==> src/hdl/rtcc_regs.vh <==
// register indices, field positions, reset values and sync counts of the real-time counter
`ifndef RTCC_REGS_VH
`define RTCC_REGS_VH
`define RTCC_IDX_CTRL 6'h00
`define RTCC_IDX_STATUS 6'h01
`define RTCC_IDX_IRQ_EN 6'h02
`define RTCC_IDX_IRQ_FLAG 6'h03
`define RTCC_IDX_TEMP 6'h04
`define RTCC_IDX_HALT 6'h05
`define RTCC_IDX_SRC 6'h07
`define RTCC_IDX_CNT 6'h08
`define RTCC_IDX_PER 6'h0a
`define RTCC_IDX_CMP 6'h0c
`define RTCC_IDX_PIT_CTRL 6'h10
`define RTCC_IDX_PIT_STAT 6'h11
`define RTCC_IDX_PIT_EN 6'h12
`define RTCC_IDX_PIT_FLAG 6'h13
`define RTCC_IDX_PIT_HALT 6'h15
`define RTCC_CTRL_EN 0
`define RTCC_CTRL_PRESC_LSB 3
`define RTCC_CTRL_PRESC_MSB 6
`define RTCC_CTRL_STDBY 7
`define RTCC_CTRL_MASK 8'hf9
`define RTCC_STAT_CTRL 0
`define RTCC_STAT_CNT 1
`define RTCC_STAT_PER 2
`define RTCC_STAT_CMP 3
`define RTCC_IRQ_WRAP 0
`define RTCC_IRQ_MATCH 1
`define RTCC_HALT_RUN 0
`define RTCC_RST_CTRL 8'h00
`define RTCC_RST_CNT 16'h0000
`define RTCC_RST_PER 16'hffff
`define RTCC_RST_CMP 16'h0000
`define RTCC_RST_SRC 2'h0
`define RTCC_SRC_FAST 2'h0
`define RTCC_SRC_SLOW 2'h1
`define RTCC_SRC_EXT 2'h3
`define RTCC_SYNC_TICKS 2'h2
`define RTCC_RESP_OKAY 2'h0
`define RTCC_RESP_SLVERR 2'h2
`endif

==> src/hdl/rtcc_src_tick.v <==
// counter clock source synchroniser, selector and tick generator
`timescale 1ns/100ps
`default_nettype none
`include "rtcc_regs.vh"
module rtcc_src_tick (
	input wire core_clk,
	input wire rstn,
	input wire internal_fast_source,
	input wire internal_slow_source,
	input wire external_source,
	input wire [1:0] source_choice,
	output reg src_tick_r
);
	reg [2:0] meta_r;
	reg [2:0] sync_r;
	reg [2:0] last_r;
	wire [2:0] rise;
	reg sel_rise;

	assign rise = sync_r & ~last_r;

	always @* begin
		case (source_choice)
			`RTCC_SRC_FAST: sel_rise = rise[0];
			`RTCC_SRC_SLOW: sel_rise = rise[1];
			`RTCC_SRC_EXT: sel_rise = rise[2];
			// reserved code: counter clock stands still
			default: sel_rise = 1'b0;
		endcase
	end

	always @(posedge core_clk) begin
		if (!rstn) begin
			meta_r <= 3'h0;
			sync_r <= 3'h0;
			last_r <= 3'h0;
			src_tick_r <= 1'b0;
		end else begin
			meta_r <= {external_source, internal_slow_source, internal_fast_source};
			sync_r <= meta_r;
			last_r <= sync_r;
			src_tick_r <= sel_rise;
		end
	end
endmodule
`default_nettype wire

==> src/hdl/rtcc_sync_stage.v <==
// holds a software write until two counter clock ticks have passed, then applies it
`timescale 1ns/100ps
`default_nettype none
`include "rtcc_regs.vh"
module rtcc_sync_stage #(
	parameter W = 8,
	parameter [W-1:0] RST = {W{1'b0}}
) (
	input wire core_clk,
	input wire rstn,
	input wire wr_stb,
	input wire [W-1:0] wr_val,
	input wire src_tick,
	output reg busy_r,
	output reg load_r,
	output reg [W-1:0] val_r
);
	reg [W-1:0] hold_r;
	reg [1:0] ticks_r;

	always @(posedge core_clk) begin
		if (!rstn) begin
			hold_r <= RST;
			val_r <= RST;
			ticks_r <= 2'h0;
			busy_r <= 1'b0;
			load_r <= 1'b0;
		end else begin
			load_r <= 1'b0;
			// a new write restarts the crossing, so it is never lost
			if (wr_stb) begin
				hold_r <= wr_val;
				busy_r <= 1'b1;
				ticks_r <= 2'h0;
			end else if (busy_r && src_tick) begin
				if (ticks_r == `RTCC_SYNC_TICKS - 2'h1) begin
					busy_r <= 1'b0;
					load_r <= 1'b1;
					val_r <= hold_r;
				end else begin
					ticks_r <= ticks_r + 2'h1;
				end
			end
		end
	end
endmodule
`default_nettype wire

==> src/hdl/rtcc_top.v <==
// real-time counter: axi4-lite registers, prescaler, 16-bit counter, flags and requests
`timescale 1ns/100ps
`default_nettype none
`include "rtcc_regs.vh"
// Functional notes
// RQ1: counter runs only while counter_on is 1.
// RQ2: in standby the counter runs only when standby_keep_running is 1.
// RQ3: counter clock divided by two to the power of the 4-bit divider field.
// RQ4: control write acts two counter clock ticks after the register update.
// RQ5: software waits for control_sync_pending clear before rewriting control.
// RQ6: status bit 3 high while the match value crosses.
// RQ7: status bit 2 high while the wrap limit crosses.
// RQ8: status bit 1 high while the count value crosses.
// RQ9: status bit 0 high while the control value crosses.
// RQ10: enable bit 1 gates the match request.
// RQ11: enable bit 0 gates the wrap request.
// RQ12: wrap when count reaches the limit; next tick restarts from zero.
// RQ13: hardware sets flags; writing 1 clears, writing 0 keeps.
// RQ14: count and limit writes act two counter ticks later.
// RQ15: source choice 0 fast, 1 slow, 3 external, 2 reserved.
// RQ16: request high while a flag and its enable are both set.
// RQ17: pending flags set on write, clear once the value has crossed.
module rtcc_top (
	input wire core_clk,
	input wire rstn,
	input wire [7:0] s_axi_awaddr,
	input wire s_axi_awvalid,
	output wire s_axi_awready,
	input wire [31:0] s_axi_wdata,
	input wire [3:0] s_axi_wstrb,
	input wire s_axi_wvalid,
	output wire s_axi_wready,
	output reg [1:0] s_axi_bresp,
	output reg s_axi_bvalid,
	input wire s_axi_bready,
	input wire [7:0] s_axi_araddr,
	input wire s_axi_arvalid,
	output wire s_axi_arready,
	output reg [31:0] s_axi_rdata,
	output reg [1:0] s_axi_rresp,
	output reg s_axi_rvalid,
	input wire s_axi_rready,
	input wire internal_fast_source,
	input wire internal_slow_source,
	input wire external_source,
	input wire standby_sleep,
	input wire cpu_halted,
	output wire irq_req,
	output reg wrap_event_r,
	output reg match_event_r
);
	// write channel holding registers
	reg aw_held_r;
	reg [7:0] aw_addr_r;
	reg w_held_r;
	reg [31:0] w_data_r;
	reg [3:0] w_strb_r;
	// software-side registers
	reg [7:0] ctrl_sw_r;
	reg [1:0] irq_en_r;
	reg [1:0] flag_r;
	reg [7:0] temp_r;
	reg halt_run_r;
	reg [1:0] src_r;
	reg [7:0] pit_ctrl_r;
	reg pit_en_r;
	reg pit_halt_r;
	// counter domain state
	reg [14:0] presc_r;
	reg [15:0] cnt_r;
	reg [15:0] cnt_nxt;
	reg [1:0] flag_set;
	reg [31:0] rd_nxt;

	wire do_wr;
	wire [5:0] wr_idx;
	wire [5:0] rd_idx;
	wire lane0;
	wire lane1;
	wire wr_ctrl;
	wire wr_cnt;
	wire wr_per;
	wire wr_cmp;
	wire [1:0] flag_clr;
	wire src_tick;
	wire [7:0] ctrl_act;
	wire [15:0] cnt_val;
	wire [15:0] per_act;
	wire [15:0] cmp_act;
	wire cnt_load;
	wire ctrl_busy;
	wire cnt_busy;
	wire per_busy;
	wire cmp_busy;
	wire run;
	wire count_tick;
	wire [7:0] status;

	// mapped indices answer okay, holes and out-of-range indices answer slverr
	function mapped;
		input [5:0] idx;
		begin
			case (idx)
				`RTCC_IDX_CTRL, `RTCC_IDX_STATUS, `RTCC_IDX_IRQ_EN, `RTCC_IDX_IRQ_FLAG,
				`RTCC_IDX_TEMP, `RTCC_IDX_HALT, `RTCC_IDX_SRC, `RTCC_IDX_CNT,
				`RTCC_IDX_PER, `RTCC_IDX_CMP, `RTCC_IDX_PIT_CTRL, `RTCC_IDX_PIT_STAT,
				`RTCC_IDX_PIT_EN, `RTCC_IDX_PIT_FLAG, `RTCC_IDX_PIT_HALT: mapped = 1'b1;
				default: mapped = 1'b0;
			endcase
		end
	endfunction

	// byte-lane merge for the 16-bit registers
	function [15:0] merge16;
		input [15:0] old;
		input [15:0] nw;
		input [1:0] strb;
		begin
			merge16 = {strb[1] ? nw[15:8] : old[15:8], strb[0] ? nw[7:0] : old[7:0]};
		end
	endfunction

	// low p bits set: prescaler wraps every 2**p source ticks
	function [14:0] presc_mask;
		input [3:0] p;
		begin
			presc_mask = 15'h7fff >> (4'hf - p);
			if (p == 4'h0)
				presc_mask = 15'h0000;
		end
	endfunction

	// ---- axi4-lite write path ----
	assign s_axi_awready = !aw_held_r && !s_axi_bvalid;
	assign s_axi_wready = !w_held_r && !s_axi_bvalid;
	assign do_wr = aw_held_r && w_held_r && !s_axi_bvalid;
	assign wr_idx = aw_addr_r[7:2];
	assign lane0 = w_strb_r[0];
	assign lane1 = w_strb_r[1];
	assign wr_ctrl = do_wr && lane0 && (wr_idx == `RTCC_IDX_CTRL);
	assign wr_cnt = do_wr && (lane0 || lane1) && (wr_idx == `RTCC_IDX_CNT);
	assign wr_per = do_wr && (lane0 || lane1) && (wr_idx == `RTCC_IDX_PER);
	assign wr_cmp = do_wr && (lane0 || lane1) && (wr_idx == `RTCC_IDX_CMP);
	// RQ13: write one to clear
	assign flag_clr = (do_wr && lane0 && wr_idx == `RTCC_IDX_IRQ_FLAG) ? w_data_r[1:0] : 2'h0;

	always @(posedge core_clk) begin
		if (!rstn) begin
			aw_held_r <= 1'b0;
			aw_addr_r <= 8'h00;
			w_held_r <= 1'b0;
			w_data_r <= 32'h0000_0000;
			w_strb_r <= 4'h0;
			s_axi_bvalid <= 1'b0;
			s_axi_bresp <= `RTCC_RESP_OKAY;
		end else begin
			if (s_axi_awvalid && s_axi_awready) begin
				aw_held_r <= 1'b1;
				aw_addr_r <= s_axi_awaddr;
			end
			if (s_axi_wvalid && s_axi_wready) begin
				w_held_r <= 1'b1;
				w_data_r <= s_axi_wdata;
				w_strb_r <= s_axi_wstrb;
			end
			if (do_wr) begin
				aw_held_r <= 1'b0;
				w_held_r <= 1'b0;
				s_axi_bvalid <= 1'b1;
				s_axi_bresp <= mapped(wr_idx) ? `RTCC_RESP_OKAY : `RTCC_RESP_SLVERR;
			end else if (s_axi_bvalid && s_axi_bready) begin
				s_axi_bvalid <= 1'b0;
			end
		end
	end

	always @(posedge core_clk) begin
		if (!rstn) begin
			ctrl_sw_r <= `RTCC_RST_CTRL;
			irq_en_r <= 2'h0;
			temp_r <= 8'h00;
			halt_run_r <= 1'b0;
			src_r <= `RTCC_RST_SRC;
			pit_ctrl_r <= 8'h00;
			pit_en_r <= 1'b0;
			pit_halt_r <= 1'b0;
		end else if (do_wr && lane0) begin
			case (wr_idx)
				`RTCC_IDX_CTRL: ctrl_sw_r <= w_data_r[7:0] & `RTCC_CTRL_MASK;
				`RTCC_IDX_IRQ_EN: irq_en_r <= w_data_r[1:0];
				`RTCC_IDX_TEMP: temp_r <= w_data_r[7:0];
				`RTCC_IDX_HALT: halt_run_r <= w_data_r[`RTCC_HALT_RUN];
				`RTCC_IDX_SRC: src_r <= w_data_r[1:0];
				`RTCC_IDX_PIT_CTRL: pit_ctrl_r <= w_data_r[7:0] & 8'h79;
				`RTCC_IDX_PIT_EN: pit_en_r <= w_data_r[0];
				`RTCC_IDX_PIT_HALT: pit_halt_r <= w_data_r[0];
				default: temp_r <= temp_r;
			endcase
		end
	end

	// ---- counter clock tick and crossings ----
	// RQ15: source select
	rtcc_src_tick u_src (
		.core_clk(core_clk),
		.rstn(rstn),
		.internal_fast_source(internal_fast_source),
		.internal_slow_source(internal_slow_source),
		.external_source(external_source),
		.source_choice(src_r),
		.src_tick_r(src_tick)
	);

	// RQ4: control crosses over two ticks
	rtcc_sync_stage #(.W(8), .RST(`RTCC_RST_CTRL)) u_ctrl_sync (
		.core_clk(core_clk),
		.rstn(rstn),
		.wr_stb(wr_ctrl),
		.wr_val(w_data_r[7:0] & `RTCC_CTRL_MASK),
		.src_tick(src_tick),
		.busy_r(ctrl_busy),
		.load_r(),
		.val_r(ctrl_act)
	);

	// RQ14: count crosses over two ticks
	rtcc_sync_stage #(.W(16), .RST(`RTCC_RST_CNT)) u_cnt_sync (
		.core_clk(core_clk),
		.rstn(rstn),
		.wr_stb(wr_cnt),
		.wr_val(merge16(cnt_r, w_data_r[15:0], w_strb_r[1:0])),
		.src_tick(src_tick),
		.busy_r(cnt_busy),
		.load_r(cnt_load),
		.val_r(cnt_val)
	);

	// RQ14: limit crosses over two ticks
	rtcc_sync_stage #(.W(16), .RST(`RTCC_RST_PER)) u_per_sync (
		.core_clk(core_clk),
		.rstn(rstn),
		.wr_stb(wr_per),
		.wr_val(merge16(per_act, w_data_r[15:0], w_strb_r[1:0])),
		.src_tick(src_tick),
		.busy_r(per_busy),
		.load_r(),
		.val_r(per_act)
	);

	rtcc_sync_stage #(.W(16), .RST(`RTCC_RST_CMP)) u_cmp_sync (
		.core_clk(core_clk),
		.rstn(rstn),
		.wr_stb(wr_cmp),
		.wr_val(merge16(cmp_act, w_data_r[15:0], w_strb_r[1:0])),
		.src_tick(src_tick),
		.busy_r(cmp_busy),
		.load_r(),
		.val_r(cmp_act)
	);

	// ---- prescaler and counter ----
	// RQ1: enable gate
	// RQ2: standby gate
	assign run = ctrl_act[`RTCC_CTRL_EN] && (!standby_sleep || ctrl_act[`RTCC_CTRL_STDBY])
		&& (halt_run_r || !cpu_halted);
	// RQ3: power-of-two divide
	assign count_tick = run && src_tick
		&& ((presc_r & presc_mask(ctrl_act[`RTCC_CTRL_PRESC_MSB:`RTCC_CTRL_PRESC_LSB]))
		== presc_mask(ctrl_act[`RTCC_CTRL_PRESC_MSB:`RTCC_CTRL_PRESC_LSB]));

	always @* begin
		flag_set = 2'h0;
		cnt_nxt = cnt_r + 16'h0001;
		// RQ12: wrap at the limit
		if (cnt_r == per_act) begin
			cnt_nxt = 16'h0000;
			flag_set[`RTCC_IRQ_WRAP] = count_tick;
		end
		if (count_tick && cnt_nxt == cmp_act)
			flag_set[`RTCC_IRQ_MATCH] = 1'b1;
	end

	always @(posedge core_clk) begin
		if (!rstn) begin
			presc_r <= 15'h0000;
			cnt_r <= `RTCC_RST_CNT;
			flag_r <= 2'h0;
			wrap_event_r <= 1'b0;
			match_event_r <= 1'b0;
		end else begin
			// prescaler is held off with the counter so a restart begins a full period
			if (!run)
				presc_r <= 15'h0000;
			else if (src_tick)
				presc_r <= presc_r + 15'h0001;
			if (cnt_load)
				cnt_r <= cnt_val;
			else if (count_tick)
				cnt_r <= cnt_nxt;
			// RQ13: set beats clear
			flag_r <= (flag_r & ~flag_clr) | flag_set;
			wrap_event_r <= flag_set[`RTCC_IRQ_WRAP];
			match_event_r <= flag_set[`RTCC_IRQ_MATCH];
		end
	end

	// RQ10: match enable
	// RQ11: wrap enable
	// RQ16: level request
	assign irq_req = |(flag_r & irq_en_r);

	// RQ17: pending flags
	// RQ6: match pending
	// RQ7: limit pending
	// RQ8: count pending
	// RQ9: control pending
	assign status = {4'h0, cmp_busy, per_busy, cnt_busy, ctrl_busy};

	// ---- axi4-lite read path ----
	assign s_axi_arready = !s_axi_rvalid;
	assign rd_idx = s_axi_araddr[7:2];

	always @* begin
		rd_nxt = 32'h0000_0000;
		case (rd_idx)
			`RTCC_IDX_CTRL: rd_nxt[7:0] = ctrl_sw_r;
			`RTCC_IDX_STATUS: rd_nxt[7:0] = status;
			`RTCC_IDX_IRQ_EN: rd_nxt[1:0] = irq_en_r;
			`RTCC_IDX_IRQ_FLAG: rd_nxt[1:0] = flag_r;
			`RTCC_IDX_TEMP: rd_nxt[7:0] = temp_r;
			`RTCC_IDX_HALT: rd_nxt[0] = halt_run_r;
			`RTCC_IDX_SRC: rd_nxt[1:0] = src_r;
			`RTCC_IDX_CNT: rd_nxt[15:0] = cnt_r;
			`RTCC_IDX_PER: rd_nxt[15:0] = per_act;
			`RTCC_IDX_CMP: rd_nxt[15:0] = cmp_act;
			`RTCC_IDX_PIT_CTRL: rd_nxt[7:0] = pit_ctrl_r;
			`RTCC_IDX_PIT_EN: rd_nxt[0] = pit_en_r;
			`RTCC_IDX_PIT_HALT: rd_nxt[0] = pit_halt_r;
			default: rd_nxt = 32'h0000_0000;
		endcase
	end

	always @(posedge core_clk) begin
		if (!rstn) begin
			s_axi_rvalid <= 1'b0;
			s_axi_rdata <= 32'h0000_0000;
			s_axi_rresp <= `RTCC_RESP_OKAY;
		end else if (s_axi_arvalid && s_axi_arready) begin
			s_axi_rvalid <= 1'b1;
			s_axi_rdata <= rd_nxt;
			s_axi_rresp <= mapped(rd_idx) ? `RTCC_RESP_OKAY : `RTCC_RESP_SLVERR;
		end else if (s_axi_rvalid && s_axi_rready) begin
			s_axi_rvalid <= 1'b0;
		end
	end
endmodule
`default_nettype wire

==> config.mk <==
export PLATFORM = sky130hd
export DESIGN_NAME = rtcc_top
export DESIGN_NICKNAME = d
export VERILOG_FILES = /design/src/hdl/rtcc_src_tick.v /design/src/hdl/rtcc_sync_stage.v /design/src/hdl/rtcc_top.v
export VERILOG_INCLUDE_DIRS = /design/src /design/src/hdl
export SDC_FILE = /design/constraint.sdc
export NUM_CORES = 1
export LEC_CHECK = 0
export ABC_AREA = 1
export BUFFER_PORTS_ARGS = -buffer_cell sky130_fd_sc_hd__buf_4
export CORE_MARGIN = 4
export CORE_UTILIZATION = 50
export CTS_CLUSTER_DIAMETER = 80
export CTS_CLUSTER_SIZE = 16
export DETAILED_ROUTE_END_ITERATION = 12
export HOLD_SLACK_MARGIN = 0.03
export PLACE_DENSITY = 0.72
export SLEW_MARGIN = 25
export SYNTH_ARGS = -nofsm -noshare
export SYNTH_HDL_FRONTEND = slang
export SYNTH_HIERARCHICAL = 1
export SYNTH_SLANG_ARGS = --single-unit
==> constraint.sdc <==
create_clock -name core_clk -period 2.15 [get_ports core_clk]
set_clock_uncertainty 0.2 [all_clocks]
set_input_delay 0.3225 -clock core_clk [delete_from_list [all_inputs] [get_ports core_clk]]
set_output_delay 0.3225 -clock core_clk [all_outputs]
set_load 0.02 [all_outputs]
==> flow_summary_export.csv <==
group,metric,value,unit
outcome,outcome,"finished with violations",
outcome,violations_in_the_final_reports,"negative setup slack",
hold_path,hp-class,"in2reg",
power,worst_ir_drop_vdd,0.000558,V
layout,final_core_utilization,0.622,
placed_design,detailed_place_hpwl,23.4,mm
grt,initial_antenna_violation_count,0,
cts,clk_latency,0.50,ns
setup_path,critical_path_arrival,2.40,ns
grt,globalRouteMet3Util,0.0385,
run,max-cap-violations,0,
sta,tightest_slew,0.543,ns
placed_design,placed_area,0.0124,mm2
sta,timing.final.ws_setup,-0.00295,ns
synth,synth_area_per_cell,7.01,um2
detailed_routing,antenna_left,0,
cts,clkTransAtPathRegs,0.07,ns
layout,filler_cells_inserted,2020,
synth,synth.cell_area,0.0113,mm2
detailed_routing,wire_length_per_cell,16.4,um
grt,grt_max_degree,80,
sta,achievable-frequency,464,MHz
sta,fin_crit_sh,1.00,
sta,slew-limit-headroom,0.638,
hold_path,worstHoldStart,"s_axi_araddr[6]",
cts,numClockSinks,239,
hold_path,worstHoldPathCells,5,
setup_path,worstPathMaxFanout,6,
layout,drive_above_1_share,0.185,
sta,report.final.slew_viol_count,0,
detailed_routing,drt_iter0_drc,1150,
grt,groute.layer.met1.usage,0.370,
sta,unrepaired_setup_endpoints_after_global_routing,"yes",
layout,antennaDiodeCount,0,
power,p_leak,6.12,nW
placed_design,preCtsSetupSlack,-0.0558,ns
cts,cts_buffer_depth,3,
setup_path,startpoint_type,"flip-flop",
sta,timing.final.setup_violations,1,
layout,area.growth.synth_to_final,21.4,%
grt,grt_pass1_vias,9934,
layout,fin_nets,1818,
layout,total_area_of_multi_input_combinational_cells,0.00571,mm2
cts,htree_num_levels,1,
floorplanning,initial_standard_cell_utilization_of_the_core,0.512,
floorplanning,die_height,158,um
detailed_routing,routed_wirelength,33.2,mm
setup_path,r2r_end,"flag_r[1]$_SDFF_PN0_",
grt,global_route.usage.met2,0.406,
setup_path,timing.rr.start,"cnt_r[2]$_SDFFE_PN0P_",
detailed_routing,detail_route.drc_violations,0,
floorplanning,floorplan.io_pins,108,
floorplanning,core.rowCount,54,
setup_path,critPathKind,"reg2reg",
sta,hold_viol_final,0,
detailed_routing,detail_route.vias_per_cell,5.52,
setup_path,cp_data_required_time,2.39,ns
grt,top_usage_layer,"met2",
layout,final_area,0.0137,mm2
detailed_routing,detailedRoute.firstPassIterationCount,6,
setup_path,critical_path.endpoint_type,"flip-flop",
sta,timing.final.crit_period,2.15,ns
setup_path,worstRegToRegCells,12,
grt,wire_length_of_the_first_global_routing_pass,51.8,mm
sta,sum_of_negative_setup_slack,-0.00295,ns
cts,cts_tree,"built",
cts,cts_inserted_buffers,18,
layout,seqCellArea,0.00485,mm2
detailed_routing,vias,11200,
placed_design,rd_place_congestion,0.951,
floorplanning,dieArea,0.0250,mm2
hold_path,holdPathEnd,"s_axi_rresp[1]$_SDFFE_PN0P_",
placed_design,place.port_buffers,67,
floorplanning,core_area,0.0220,mm2
cts,clock_tree.root_cell,"sky130_fd_sc_hd__clkbuf_16",
setup_path,r2r_slack,-0.003,ns
floorplanning,dieWidth,158,um
power,ratio_of_total_power_to_cell_area,604,mW/mm2
synth,syn-instance-count,1609,
grt,grt.overflow.total,0,
synth,synth.yosys.warnings,6,
grt,globalRouteTotalUtil,0.256,
[per-stage QoR]
step / hold slack (ns) / total power (W) / std cells
final: 0.0913 / 0.00828 / 2028
after detailed placement: 0.202 / 0.00523 / 1956
after floorplan: 0.190 / 0.00502 / 1626
after global placement: 0.202 / 0.00522 / 1956
after CTS: 0.0815 / 0.00833 / 2009
after global routing: 0.132 / 0.00855 / 2028
[final cells by class]
class	count	area share
sequential	239	0.354
inverter	158	0.0442
tap	280	0.0256
timing repair buffer	187	0.124
multi-input combinational	1144	0.417
clock buffer	20	0.0350
[routing by layer]
layer  vias to the layer above  routed length [um]  part of all wire
li1                       5509                   -                 -
met1                      5155               14500              0.44
met2                       464               15000              0.45
met3                        71                2780             0.084
met4                         0                 937             0.028
met5                         -                   0                 0
[power breakdown]
| group | internal [W] | switching [W] | leakage [nW] |
|---|---|---|---|
| combinational | 0.000220 | 0.000437 | 3.94 |
| sequential | 0.00448 | 0.0000509 | 1.94 |
| clock | 0.00157 | 0.00152 | 0.235 |
[critical path, stage by stage, from the launching register on]
cell and delay (ns):
sky130_fd_sc_hd__dfxtp_2 0.40, sky130_fd_sc_hd__nand3_1 0.14, sky130_fd_sc_hd__nor2_2 0.16, sky130_fd_sc_hd__buf_4 0.16, sky130_fd_sc_hd__xor2_1 0.29, sky130_fd_sc_hd__nand2_1 0.16
sky130_fd_sc_hd__nand2_1 0.08, sky130_fd_sc_hd__nand2_1 0.06, sky130_fd_sc_hd__nor2_1 0.12, sky130_fd_sc_hd__nand3_2 0.08, sky130_fd_sc_hd__nor2_2 0.10, sky130_fd_sc_hd__nand2_2 0.09
sky130_fd_sc_hd__nand2_1 0.07
[cells in the final DEF (no fill, tap or decap), drive strengths merged, types with 6 or more instances in the layout]
master and count:
nor2 229, o21ai 143, a31oi 8, nand2 363, o21a 6, xor2 8
inv 154, nor3 31, nand3 177, buf 151, nand4 16, o22ai 14
a21oi 78, ha 6, conb 18, clkbuf 23, dfxtp 239, a211oi 20
dlygate4sd3 33
[state kept, by name, summed over array words and instances, names as in the netlist, 6 cells and up, named ones only]
name                flops
aw_addr_r               6
cnt_r                  16
ctrl_sw_r               6
presc_r                15
s_axi_rdata            16
temp_r                  8
u_cmp_sync/hold_r      16
u_cmp_sync/val_r       16
u_cnt_sync/hold_r      16
u_cnt_sync/val_r       16
u_ctrl_sync/hold_r      6
u_ctrl_sync/val_r       6
u_per_sync/hold_r      16
u_per_sync/val_r       16
w_data_r               16
[worst max path at each step]
stage | from | end | cells after the start
floorplan | s_axi_bvalid$_SDFFE_PN0P_ | u_per_sync/hold_r[0]$_SDFFE_PN1P_ | 9
global placement | cnt_r[1]$_SDFFE_PN0P_ | flag_r[1]$_SDFF_PN0_ | 15
detailed placement | cnt_r[1]$_SDFFE_PN0P_ | flag_r[1]$_SDFF_PN0_ | 15
CTS | cnt_r[0]$_SDFFE_PN0P_ | match_event_r$_SDFF_PN0_ | 15
global route | cnt_r[1]$_SDFFE_PN0P_ | flag_r[1]$_SDFF_PN0_ | 14
finish | cnt_r[2]$_SDFFE_PN0P_ | flag_r[1]$_SDFF_PN0_ | 12
[repair_timing]
| action | CTS | global route |
|---|---|---|
| buffers inserted | 0 | 14 |
| cloned | 0 | 5 |
| hold buffers | 33 | 0 |
| pin swaps | 0 | 23 |
| gates resized for setup | 3 | 110 |
| endpoints found under the hold margin | 34 | 0 |
| endpoints found under the setup margin | 3 | 85 |
(Power assumes the default switching activity.)
